### src/core/intc_vsc_pkg.sv
// constants for the interrupt vector, status and control block
// assumes a 16-bit word bus with word offsets from the module base
// ****************************************************************
// What this block does
// - Control/status bit 15 reads 1 while a request is being sent to the core, else 0.
// - Bits 14:13 report the least level a new request needs to nest, updated on ISR entry.
// - Nesting code 00 lets levels 0-3 nest, 01 levels 1-3, 10 levels 2-3, 11 only level 3.
// - Bits 12:6 hold vector address bits 6:0 of the last request taken, updated on ISR entry.
// - Bit 5 set to 1 suppresses every maskable request to the core; 0 is normal operation.
// - Bits 4..0 enable the debug rx-full, tx-empty, trace, breakpoint-0, step-counter sources.
// - The stored 14-bit vector base drives the upper bits of the 21-bit vector address.
// - The low seven vector address bits come from the winning request, appended under the base.
// - The vector base reset value is a build parameter, 0x0000 or 0x0010 for the small part.
// - Every register returns to its default value on any reset.
// ****************************************************************
package intc_vsc_pkg;
   // register word offsets
   localparam logic [2:0] OFS_CTRL_STATUS = 3'h0;
   localparam logic [2:0] OFS_VECTOR_BASE = 3'h1;
   // control/status field positions
   localparam int BIT_IRQ_ACTIVE = 15;
   localparam int NEST_HI = 14;
   localparam int NEST_LO = 13;
   localparam int LASTVEC_HI = 12;
   localparam int LASTVEC_LO = 6;
   localparam int BIT_GLOBAL_DIS = 5;
   localparam int DBG_EN_HI = 4;
   localparam int DBG_EN_LO = 0;
   // vector base layout
   localparam int BASE_W = 14;
   localparam int LOWVEC_W = 7;
   localparam int VADDR_W = 21;
   // reset values
   localparam logic [15:0] VBA_RST_FULL = 16'h0000;
   localparam logic [15:0] VBA_RST_SMALL = 16'h0010;
   localparam logic [5:0] CTRL_RST = 6'h00;
   localparam logic [1:0] NEST_RST = 2'h0;
   localparam logic [6:0] LASTVEC_RST = 7'h00;
   // nesting threshold codes
   typedef enum logic [1:0] {
      NEST_ANY = 2'b00,
      NEST_L1_UP = 2'b01,
      NEST_L2_UP = 2'b10,
      NEST_L3_ONLY = 2'b11
   } nest_code_t;
endpackage : intc_vsc_pkg

### src/core/interrupt_vector_status_control.sv
// control/status and vector base registers of the interrupt controller
// assumes arbitration, the core and the debug unit share sys_clk
module interrupt_vector_status_control #(
   parameter logic [15:0] VBA_RESET = intc_vsc_pkg::VBA_RST_FULL
) (
   // clock, reset, enable
   input wire logic sys_clk,
   input wire logic sys_rst,
   input wire logic ce,
   // register port
   input wire logic [2:0] reg_addr,
   input wire logic reg_wr,
   input wire logic reg_rd,
   input wire logic [15:0] reg_wdata,
   output logic [15:0] reg_rdata,
   // winning request from arbitration
   input wire logic req_valid,
   input wire logic req_maskable,
   input wire logic [1:0] req_level,
   input wire logic [intc_vsc_pkg::LOWVEC_W-1:0] req_vector_low,
   // core side
   input wire logic core_isr_entry,
   output logic irq_to_core,
   output logic [intc_vsc_pkg::VADDR_W-1:0] vector_addr,
   // debug sources
   input wire logic [4:0] dbg_irq_src,
   output logic [4:0] dbg_irq_req
);
   import intc_vsc_pkg::*;

   logic [15:0] vba_r;
   logic global_mask_disable_r;
   logic [4:0] dbg_en_r;
   nest_code_t nesting_priority_level_r;
   logic [LOWVEC_W-1:0] last_vector_low_bits_r;
   logic [15:0] icsr_view;
   logic wr_icsr;
   logic wr_vba;

   // nesting threshold for a request of the given level
   function automatic nest_code_t nest_for(input logic [1:0] lvl);
      case (lvl)
         2'h0: nest_for = NEST_L1_UP;
         2'h1: nest_for = NEST_L2_UP;
         default: nest_for = NEST_L3_ONLY;
      endcase
   endfunction : nest_for

   // ****************************************************************
   // register writes
   // ****************************************************************
   assign wr_icsr = ce && reg_wr && (reg_addr == OFS_CTRL_STATUS);
   assign wr_vba = ce && reg_wr && (reg_addr == OFS_VECTOR_BASE);

   always_ff @(posedge sys_clk or posedge sys_rst) begin
      if (sys_rst) begin
         global_mask_disable_r <= CTRL_RST[BIT_GLOBAL_DIS];
         dbg_en_r <= CTRL_RST[DBG_EN_HI:DBG_EN_LO];
      end else if (wr_icsr) begin
         global_mask_disable_r <= reg_wdata[BIT_GLOBAL_DIS];
         dbg_en_r <= reg_wdata[DBG_EN_HI:DBG_EN_LO];
      end
   end

   // vector base, top two bits held at zero
   always_ff @(posedge sys_clk or posedge sys_rst) begin
      if (sys_rst) begin
         vba_r <= {2'b00, VBA_RESET[BASE_W-1:0]};
      end else if (wr_vba) begin
         vba_r <= {2'b00, reg_wdata[BASE_W-1:0]};
      end
   end

   // ****************************************************************
   // service routine entry capture
   // ****************************************************************
   // snapshot on core entering a new routine
   always_ff @(posedge sys_clk or posedge sys_rst) begin
      if (sys_rst) begin
         nesting_priority_level_r <= nest_code_t'(NEST_RST);
         last_vector_low_bits_r <= LASTVEC_RST;
      end else if (ce && core_isr_entry) begin
         nesting_priority_level_r <= nest_for(req_level);
         last_vector_low_bits_r <= req_vector_low;
      end
   end

   // ****************************************************************
   // core request, vector address, debug gating
   // ****************************************************************
   // maskable requests held back while disabled
   assign irq_to_core = req_valid && !(req_maskable && global_mask_disable_r);

   // base over low bits; reset shows the base with zero low bits
   always_ff @(posedge sys_clk or posedge sys_rst) begin
      if (sys_rst) begin
         vector_addr <= {VBA_RESET[BASE_W-1:0], 7'h00};
      end else if (ce) begin
         vector_addr <= {vba_r[BASE_W-1:0], req_vector_low};
      end
   end

   // debug sources passed only when enabled
   always_ff @(posedge sys_clk or posedge sys_rst) begin
      if (sys_rst) begin
         dbg_irq_req <= 5'h00;
      end else if (ce) begin
         dbg_irq_req <= dbg_irq_src & dbg_en_r;
      end
   end

   // ****************************************************************
   // register reads
   // ****************************************************************
   // live status bit beside stored fields
   assign icsr_view = {irq_to_core, nesting_priority_level_r, last_vector_low_bits_r,
                       global_mask_disable_r, dbg_en_r};

   // read data registered; unmapped offsets return zero
   always_ff @(posedge sys_clk or posedge sys_rst) begin
      if (sys_rst) begin
         reg_rdata <= 16'h0000;
      end else if (ce && reg_rd) begin
         if (reg_addr == OFS_CTRL_STATUS) begin
            reg_rdata <= icsr_view;
         end else if (reg_addr == OFS_VECTOR_BASE) begin
            reg_rdata <= vba_r;
         end else begin
            reg_rdata <= 16'h0000;
         end
      end
   end
endmodule : interrupt_vector_status_control

### config.mk
export PLATFORM = sky130hd
export DESIGN_NAME = interrupt_vector_status_control
export DESIGN_NICKNAME = d
export VERILOG_FILES = /design/src/core/intc_vsc_pkg.sv /design/src/core/interrupt_vector_status_control.sv
export SDC_FILE = /design/constraint.sdc
export NUM_CORES = 1
export LEC_CHECK = 0
export ABC_CLOCK_PERIOD_IN_PS = 2300
export BUFFER_PORTS_ARGS = -buffer_cell sky130_fd_sc_hd__buf_4
export CAP_MARGIN = 20
export CORE_UTILIZATION = 53
export CTS_BUF_LIST = sky130_fd_sc_hd__clkbuf_8
export DETAILED_ROUTE_END_ITERATION = 8
export PLACE_DENSITY = 0.82
export RECOVER_POWER = 50
export SLEW_MARGIN = 20
export SYNTH_ARGS = -nofsm -noshare
export SYNTH_HDL_FRONTEND = slang
export SYNTH_SLANG_ARGS = --single-unit
### constraint.sdc
create_clock -name sys_clk -period 2.3 [get_ports sys_clk]
set_input_delay 0.115 -clock sys_clk [delete_from_list [all_inputs] [get_ports sys_clk]]
set_output_delay 0.115 -clock sys_clk [all_outputs]
set_load 0.01 [all_outputs]
==> impl_metrics.json, run 1 <==
{
  "total_power_uw": 3010,
  "crit_type": "in -> reg",
  "final_max_slew_viol_count": 0,
  "min_path_type": "in -> reg",
  "io_buffers": 81,
  "antenna_cells": 0,
  "h-tree-depth": 3,
  "synthCells": 204,
  "finalHoldViolations": 0,
  "wl_per_cell_um": 15.4,
  "p_per_area_nw_per_um2": 841,
  "layout.nets": 335,
  "clock_skew_ns": 0.00352,
  "cts_sinks": 71,
  "arrival_ns": 1.97,
  "start_util_pct": 55.6,
  "clk_path_buf_depth": 2,
  "grt_pass1_vias": 1868,
  "synth-seq-cells": 71,
  "drtIter0Drc": 66,
  "track_usage_pct": 21.9,
  "fmax_mhz": 572,
  "relSlewSlack_pct": 40.7,
  "status": "complete, no violations",
  "drt_pre_antenna_iters": 4,
  "pin_count": 84,
  "period_share_pct": 75.9,
  "post-cts-setup-buffer-count": 0,
  "fill_cells": 418,
  "synth-warning-count": 0,
  "antenna_found_initial": 0,
  "die_y_um": 75.4,
  "drtAntennaViolNets": 0,
  "clockRootBuffer": "clkbuf_8",
  "drcViolationCount": 0,
  "period_needed_ns": 1.75,
  "insertion_delay_ns": 0.34,
  "vdd_ir_drop_max_v": 0.000542,
  "area.growth.synth_to_final_pct": 25.1,
  "drive_gt1_share_pct": 35.4,
  "rsz0062_at_grt": "no",
  "synth_area_um2": 2860,
  "grt_max_degree": 41,
  "dp_hpwl_um": 3930,
  "synth_area_per_cell_um2": 14.0,
  "fp.dieW_um": 75.4,
  "vias": 1887,
  "leakage_uw": 0.00170,
  "crit_fanout": 17,
  "cts_tree": "done",
  "routed_wl_um": 5660,
  "worstPathRequired_ns": 2.52,
  "dieArea_um2": 5690,
  "num_rows": 26,
  "core-area_um2": 5140,
  "cts-resized-gates": 0,
  "syn_nets": 245,
  "grt_pass1_wl_um": 8860,
  "critPathLaunchType": "input pin",
  "final_area_um2": 3570,
  "cts_buffers": 9,
  "setup_violations": 0,
  "place_area_um2": 3520,
  "place_congestion": 0.743,
  "maxCapViolCount": 0,
  "seq_area_frac_synth_pct": 62.2,
  "worst_setup_path_end_kind": "register",
  "reg2reg_slack_ns": 1.43,
  "clk_pin_slew_ns": 0.07,
  "synthDistinctLibCells": 20,
  "fin_tns_setup_ns": 0,
  "overflow": 0,
  "via_per_inst": 5.14,
  "hold_buffers": 5,
  "worst_slew_pin_slew_ns": 0.890
}
## layout by cell type (no fill, tap or decap), drive strengths merged, types with 5 or more instances in the layout
cell type    synthesis  layout
dlygate4sd3          0       5
buf                  8      42
o21ai               21      21
nand3                6       6
nand2               18      18
clkbuf               3      54
mux2i               14      14
mux2                48      48
dfrtp               71      71
inv                  6       8
## per-layer routing
metal | up-vias | routed length [µm] | GRT usage [%]
li1 | 888 | - | -
met1 | 927 | 2640 | 29.8
met2 | 64 | 2560 | 32.6
met3 | 8 | 382 | 7.54
met4 | 0 | 85 | 8.64
met5 | - | 0 | 0
## logic make-up after synthesis
family	count (synthesis)	synth area share, %
AO/OA/AOI/OAI	24	4.56
multiplexers	62	25.1
buffers and inverters	17	2.89
AND/OR/NAND/NOR	30	5.21
flip-flops	71	62.2
## layout make-up
class | count | area [µm²] | area share (%)
sequential | 71 | 1780 | 49.7
multi-input combinational | 116 | 997 | 27.9
timing repair buffer | 90 | 527 | 14.7
clock buffer | 11 | 151 | 4.24
tap | 70 | 87.6 | 2.45
inverter | 6 | 22.5 | 0.630
clock inverter | 3 | 12.5 | 0.350
## cell usage after synthesis, drive strengths merged
cell type  instances  share of area, %
nor2               2              0.26
mux2i             14               4.9
buf                8               1.7
a21boi             1              0.26
dfrtp             71                62
nand3              6               1.2
inv                6              0.79
nor3b              1              0.44
and3b              1              0.31
clkbuf             3              0.39
mux2              48                20
nand2             18               2.4
o21ai             21               3.7
nand4bb            1              0.39
nor2b              1              0.22
a22o               2              0.61
## flip-flops by register name, summed over array words and instances (netlist names)
name / flops
dbg_irq_req: 5
nesting_priority_level_r: 2
vector_addr: 21
dbg_en_r: 5
reg_rdata: 16
last_vector_low_bits_r: 7
global_mask_disable_r: 1
vba_r: 14
## critical path: stages
cell and delay (ns):
clkbuf_1 0.61, nor3b_2 0.33, nand3_2 0.45, mux2_4 0.46
## path summary, 6_finish.rpt
path	start	cells after the start	endpoint
worst min-delay path	reg_wdata[8]	2	vba_r[8]
worst max-delay path	ce	4	vba_r[1]
min in group asynchronous	sys_rst	3	dbg_en_r[0]
worst min register to register	reg_rdata[9]	2	reg_rdata[9]
max in group asynchronous	sys_rst	4	vector_addr[0]
worst max register to register	global_mask_disable_r	2	reg_rdata[15]
## where the power goes
group	total [µW]	switching, µW	leakage (µW)	internal, µW
Sequential	1610	137	0.000889	1470
Combinational	552	248	0.000715	304
Clock	847	418	0.0000937	429
## per-stage QoR
stage               util [%]  setup slack, ns  cells  hold WS (ns)
global route            69.5            0.438    367      0.000803
detailed placement      68.5            0.662    348         0.325
global placement        68.5            0.686    348         0.321
CTS                     72.7            0.984    367       0.00131
floorplan                  -            0.388    204         0.264
finish                  69.5            0.553    367       0.00838
(Power assumes the default switching activity.)
==> run 2, diff against run 1 <==
- ABC_CLOCK_PERIOD_IN_PS: 2300 -> 1600
- CORE_UTILIZATION: 53 -> 48
- PLACE_DENSITY: 0.82 -> 0.78
- clock period: 2.3 -> 1.6 ns (I/O delays scaled with it)
==> run 2 against run 1 <==
Compared with the run above: sequential power rose by 44%; sequential share of layout area fell by 5.2 points; clock skew rose by 0.0032 ns; worst setup slack got worse by 0.27 ns; worst hold slack improved by 0.0015 ns; routed wire length rose by 8.7%; flip-flop and latch count did not move; via count rose by 5.6%; register-to-register slack got worse by 0.79 ns; largest power group unchanged.
==> impl_metrics.json, run 2 (same netlist as run 1, synthesis figures left out) <==
{
  "status": "complete, no violations",
  "drtAntennaViolNets": 0,
  "seqPwrFrac_pct": 48.7,
  "via_per_inst": 5.07,
  "antenna_cells": 0,
  "crit_type": "reg -> out",
  "place_congestion": 0.720,
  "r2r-end": "reg_rdata[15]",
  "hold_start": "dbg_irq_src[4]",
  "reg2reg_slack_ns": 0.64,
  "dieArea_um2": 6260,
  "finalHoldViolations": 0,
  "routed_wl_um": 6160,
  "final_max_slew_viol_count": 0,
  "reg_top3": "vector_addr: 21 flops, reg_rdata: 16 flops, vba_r: 14 flops",
  "path_delay_family": "flip-flops",
  "drive_gt1_share_pct": 47.7,
  "fp.dieW_um": 79.1,
  "final_cell_mix": "buf_4 (79), dfrtp_1 (71), mux2_2 (38)",
  "clkPwrFrac_pct": 30.7,
  "layout_commonest_cell": "buf_4",
  "start_util_pct": 50.9,
  "largest-register": "vector_addr",
  "worst_setup_path_end_kind": "output port",
  "grt_pass1_wl_um": 10300,
  "swShare_pct": 25.3,
  "grt_use_met1_pct": 27.2,
  "p_int_uw": 3560,
  "h-tree-depth": 3,
  "core-area_um2": 5610,
  "fill_cells": 418,
  "leakage_uw": 0.00197,
  "min_path_type": "in -> reg",
  "vias": 1992,
  "cts_buffers": 9,
  "post-cts-setup-buffer-count": 0,
  "insertion_delay_ns": 0.33,
  "r2r.worst_path.cells": 2,
  "rsz0062_at_grt": "no",
  "vdd_ir_drop_max_v": 0.000648,
  "period_share_pct": 82.5,
  "relSlewSlack_pct": 59.2,
  "overflow": 0,
  "arrival_ns": 1.24,
  "min_to": "dbg_irq_req[4]",
  "fin_tns_setup_ns": 0,
  "crit_fanout": 3,
  "wl_per_cell_um": 15.7,
  "post-route-util_pct": 71.1,
  "fmax_mhz": 758,
  "combPwrFrac_pct": 20.6,
  "maxCapViolCount": 0,
  "worst_slew_pin_slew_ns": 0.612,
  "dp_hpwl_um": 4280,
  "drt_pre_antenna_iters": 5,
  "num_rows": 27,
  "pin_count": 84,
  "period_needed_ns": 1.32,
  "use_met3_pct": 5.75,
  "area.growth.synth_to_final_pct": 39.6,
  "cp_cell_sequence": "a21boi_0 > buf_4",
  "p_per_area_nw_per_um2": 1190,
  "largest_register_ffs": 21,
  "grt_pass1_vias": 2143,
  "r2r_start": "global_mask_disable_r",
  "met2_usage_pct": 38.4,
  "worstPathRequired_ns": 1.52,
  "hold_depth": 3,
  "cts_tree": "done",
  "critPathLaunchType": "register",
  "io_buffers": 81,
  "antenna_found_initial": 0,
  "top_usage_layer": "met2",
  "slowest_delay_ns": 0.41,
  "cts_sinks": 71,
  "track_usage_pct": 22.6,
  "clk_path_buf_depth": 2,
  "die_y_um": 79.1,
  "slowest_stage": "dfrtp_1",
  "grt_max_degree": 43,
  "clock_skew_ns": 0.00672,
  "drtIter0Drc": 50,
  "drcViolationCount": 0,
  "setup_violations": 0,
  "clockRootBuffer": "clkbuf_8",
  "cp_num_buf_inv": 1,
  "layout.nets": 357,
  "p_switching_uw": 1210,
  "clk_pin_slew_ns": 0.07
}
==> run 2: worst register-to-register path: cells and delay by family, from the launching register on <==
family / cells / cell delay [ns]
AOI/OAI and AO/OA: 2 / 0.50
DFF: 1 / 0.41
==> run 2: how the worst max path moves through the flow <==
| stage | startpoint | to | slack [ns] | cells after the start |
|---|---|---|---|---|
| 3_5_place_dp | ce | dbg_en_r[3] | 0.15 | 4 |
| 2_1_floorplan | ce | dbg_en_r[0] | 0.45 | 5 |
| 4_1_cts | global_mask_disable_r | irq_to_core | 0.25 | 2 |
| 6_report | global_mask_disable_r | irq_to_core | 0.28 | 2 |
| 5_1_grt | global_mask_disable_r | irq_to_core | 0.20 | 2 |
| 3_3_place_gp | ce | dbg_en_r[1] | 0.22 | 4 |
==> run 2: final cells by class <==
cell class / instances / area (µm²) / share of cell area, %
Sequential cell: 71 / 1780 / 44.5
Multi-Input combinational cell: 116 / 997 / 25.0
Timing Repair Buffer: 112 / 892 / 22.4
Clock buffer: 12 / 165 / 4.14
Tap cell: 72 / 90.1 / 2.26
Clock inverter: 4 / 43.8 / 1.10
Inverter: 6 / 23.8 / 0.596
==> run 2: per-layer routing <==
metal  up-vias  share of wire, %
met5         -                 0
met4         0               1.2
met3         7               5.3
met2        69                51
met1       986                43
li1        930                 -
==> run 2: repair_timing <==
| item | CTS | global route |
|---|---|---|
| hold endpoints to repair | 106 | 0 |
| resized for setup | 0 | 0 |
| hold buffers | 24 | 0 |
==> run 2: power by group through the flow <==
stage | clock network (µW) | registers, µW | logic, µW
after floorplan | 0 | 2380 | 434
after global placement | 0 | 2330 | 918
after detailed placement | 0 | 2350 | 952
after CTS | 1490 | 2320 | 1000
after global routing | 1570 | 2360 | 1070
final | 1460 | 2320 | 979
==> run 2: per-stage QoR <==
| stage | area [µm²] | hold WS, ns | power, µW | worst slack (ns) | cells |
|---|---|---|---|---|---|
| final | 3990 | 0.00983 | 4760 | 0.280 | 393 |
| after global routing | 3990 | 0.0112 | 5000 | 0.204 | 393 |
| after CTS | 4010 | 0.00369 | 4810 | 0.249 | 393 |
| after detailed placement | 3560 | -0.00105 | 3310 | 0.153 | 353 |
| after global placement | 3560 | -0.00440 | 3250 | 0.216 | 353 |
| after floorplan | 2860 | 0.229 | 2820 | 0.450 | 204 |
==> run 3, diff against run 2 <==
- ABC_CLOCK_PERIOD_IN_PS: 1600 -> 1100
- clock period: 1.6 -> 1.1 ns (I/O delays scaled with it)
==> run 3 against run 2 <==
Compared with the run above: register-to-register slack lost 0.47 ns; die area stayed put; design area increased by 3.0%; clock-buffer cell count did not move; critical endpoint unchanged.
==> impl_metrics.json, run 3 (same netlist as run 1, synthesis figures left out) <==
{
  "insertion_delay_ns": 0.34,
  "setup_violations": 0,
  "place_area_um2": 3630,
  "fin_tns_setup_ns": 0,
  "cts_buffers": 9,
  "critPathLaunchType": "register",
  "start_util_pct": 50.9,
  "vdd_ir_drop_max_v": 0.00104,
  "clock_skew_ns": 0.00916,
  "maxUsedRoutingLayer": "met4",
  "track_usage_pct": 23.1,
  "fmax_mhz": 913,
  "drtAntennaViolNets": 0,
  "period_needed_ns": 1.10,
  "r2r_start": "global_mask_disable_r",
  "grt_max_degree": 72,
  "grt_pass1_vias": 2201,
  "status": "complete, no violations",
  "layout_commonest_cell": "buf_4",
  "drtIter0Drc": 126,
  "crit_type": "reg -> out",
  "maxCapViolCount": 0,
  "rsz0062_at_grt": "yes",
  "total_power_uw": 7020,
  "reg_top3": "vector_addr: 21 flops, reg_rdata: 16 flops, vba_r: 14 flops",
  "h-tree-depth": 3,
  "drive_gt1_share_pct": 47.4,
  "fp.dieW_um": 79.1,
  "vias": 2038,
  "multi_input_area_um2": 1010,
  "final_cell_mix": "buf_4 (85), dfrtp_1 (71), mux2_2 (38)",
  "layout.nets": 367,
  "grt_pass1_wl_um": 10700,
  "final_max_slew_viol_count": 0,
  "area.growth.synth_to_final_pct": 43.9,
  "finalHoldViolations": 0,
  "wl_met2_um": 3150,
  "clk_pin_slew_ns": 0.07,
  "dp_hpwl_um": 4180,
  "antenna_found_initial": 0,
  "wl_per_cell_um": 15.9,
  "dieArea_um2": 6260,
  "die_y_um": 79.1,
  "arrival_ns": 1.04,
  "drt_pre_antenna_iters": 4,
  "relSlewSlack_pct": 57.1,
  "cts_sinks": 71,
  "via_per_inst": 5.06,
  "min_path_type": "in -> reg",
  "worstPathRequired_ns": 1.04,
  "worst_slew_pin_slew_ns": 0.643,
  "startpoint": "global_mask_disable_r",
  "pin_count": 84,
  "num_rows": 27,
  "met3WireLength_um": 320,
  "largest_register_ffs": 21,
  "io_buffers": 81,
  "hold_start": "reg_rd",
  "crit_fanout": 2,
  "largest-register": "vector_addr",
  "leakage_uw": 0.00202,
  "p_per_area_nw_per_um2": 1710,
  "final_area_um2": 4110,
  "wl_met1_um": 2830,
  "period_share_pct": 99.6,
  "core-area_um2": 5610,
  "place_congestion": 0.781,
  "seq_area_um2": 1780,
  "clk_path_buf_depth": 2,
  "clockRootBuffer": "clkbuf_8",
  "antenna_cells": 0,
  "drcViolationCount": 0,
  "worst_setup_path_end_kind": "output port",
  "overflow": 0,
  "cts_tree": "done",
  "fill_cells": 390,
  "routed_wl_um": 6420
}
[run 3: cell count changes in the layout (fill, tap and decap cells not counted), moves of 2 or more]
cell / change
buf_12: +2
buf_4: +6
dlygate4sd3_1: +5
clkbuf_1: +2
clkbuf_4: -6
[run 3: path summary, 6_finish.rpt]
kind	endpoint	slack, ns	cells past startpoint
hold / removal	reg_rdata[1]	0.20	5
setup / recovery	irq_to_core	0.005	2
min in group asynchronous	vector_addr[20]	0.43	4
setup reg to reg	global_mask_disable_r	0.17	2
hold reg to reg	reg_rdata[6]	0.49	2
max in group asynchronous	reg_rdata[7]	0.21	4
[run 3: what timing repair did]
action,4_1_cts,5_1_grt
endpoints found under the setup margin,1,1
hold buffers,29,0
gates resized for setup,2,0
setup buffers,2,0
pin swaps,1,1
hold endpoints to repair,112,0
[run 3: metal layers]
metal  up-vias  GRT usage [%]
li1        950              -
met1      1012           29.4
met2        63           37.2
met3        13           5.63
met4         0           10.5
met5         -              0
[run 3: critical path, cell delays in order (launching register included)]
cell and delay [ns]:
dfrtp_1 0.41, a21boi_2 0.15, buf_4 0.14
[run 3: metrics by stage]
| step | utilization (%) | std cells | hold WS [ns] | setup WS (ns) |
|---|---|---|---|---|
| 2_1_floorplan | - | 204 | 0.204 | 0.00106 |
| 3_3_place_gp | 64.7 | 356 | 0.184 | -0.115 |
| 3_5_place_dp | 64.7 | 356 | 0.191 | -0.144 |
| 4_1_cts | 74.0 | 403 | 0.180 | -0.00380 |
| 5_1_grt | 73.3 | 403 | 0.205 | -0.0394 |
| 6_report | 73.3 | 403 | 0.201 | 0.00450 |
[run 3: area by class of cell]
class / instances / area share [%]
tap: 72 / 2.19
clock inverter: 4 / 1.07
multi-input combinational: 116 / 24.5
sequential: 71 / 43.2
timing repair buffer: 122 / 24.4
inverter: 6 / 0.639
clock buffer: 12 / 4.02
[run 3: report_power, final]
group	internal [µW]	leakage [µW]	switching, µW
registers	3080	0.000889	308
clock network	1220	0.000114	940
logic	917	0.00102	557
total	5210	0.00202	1810
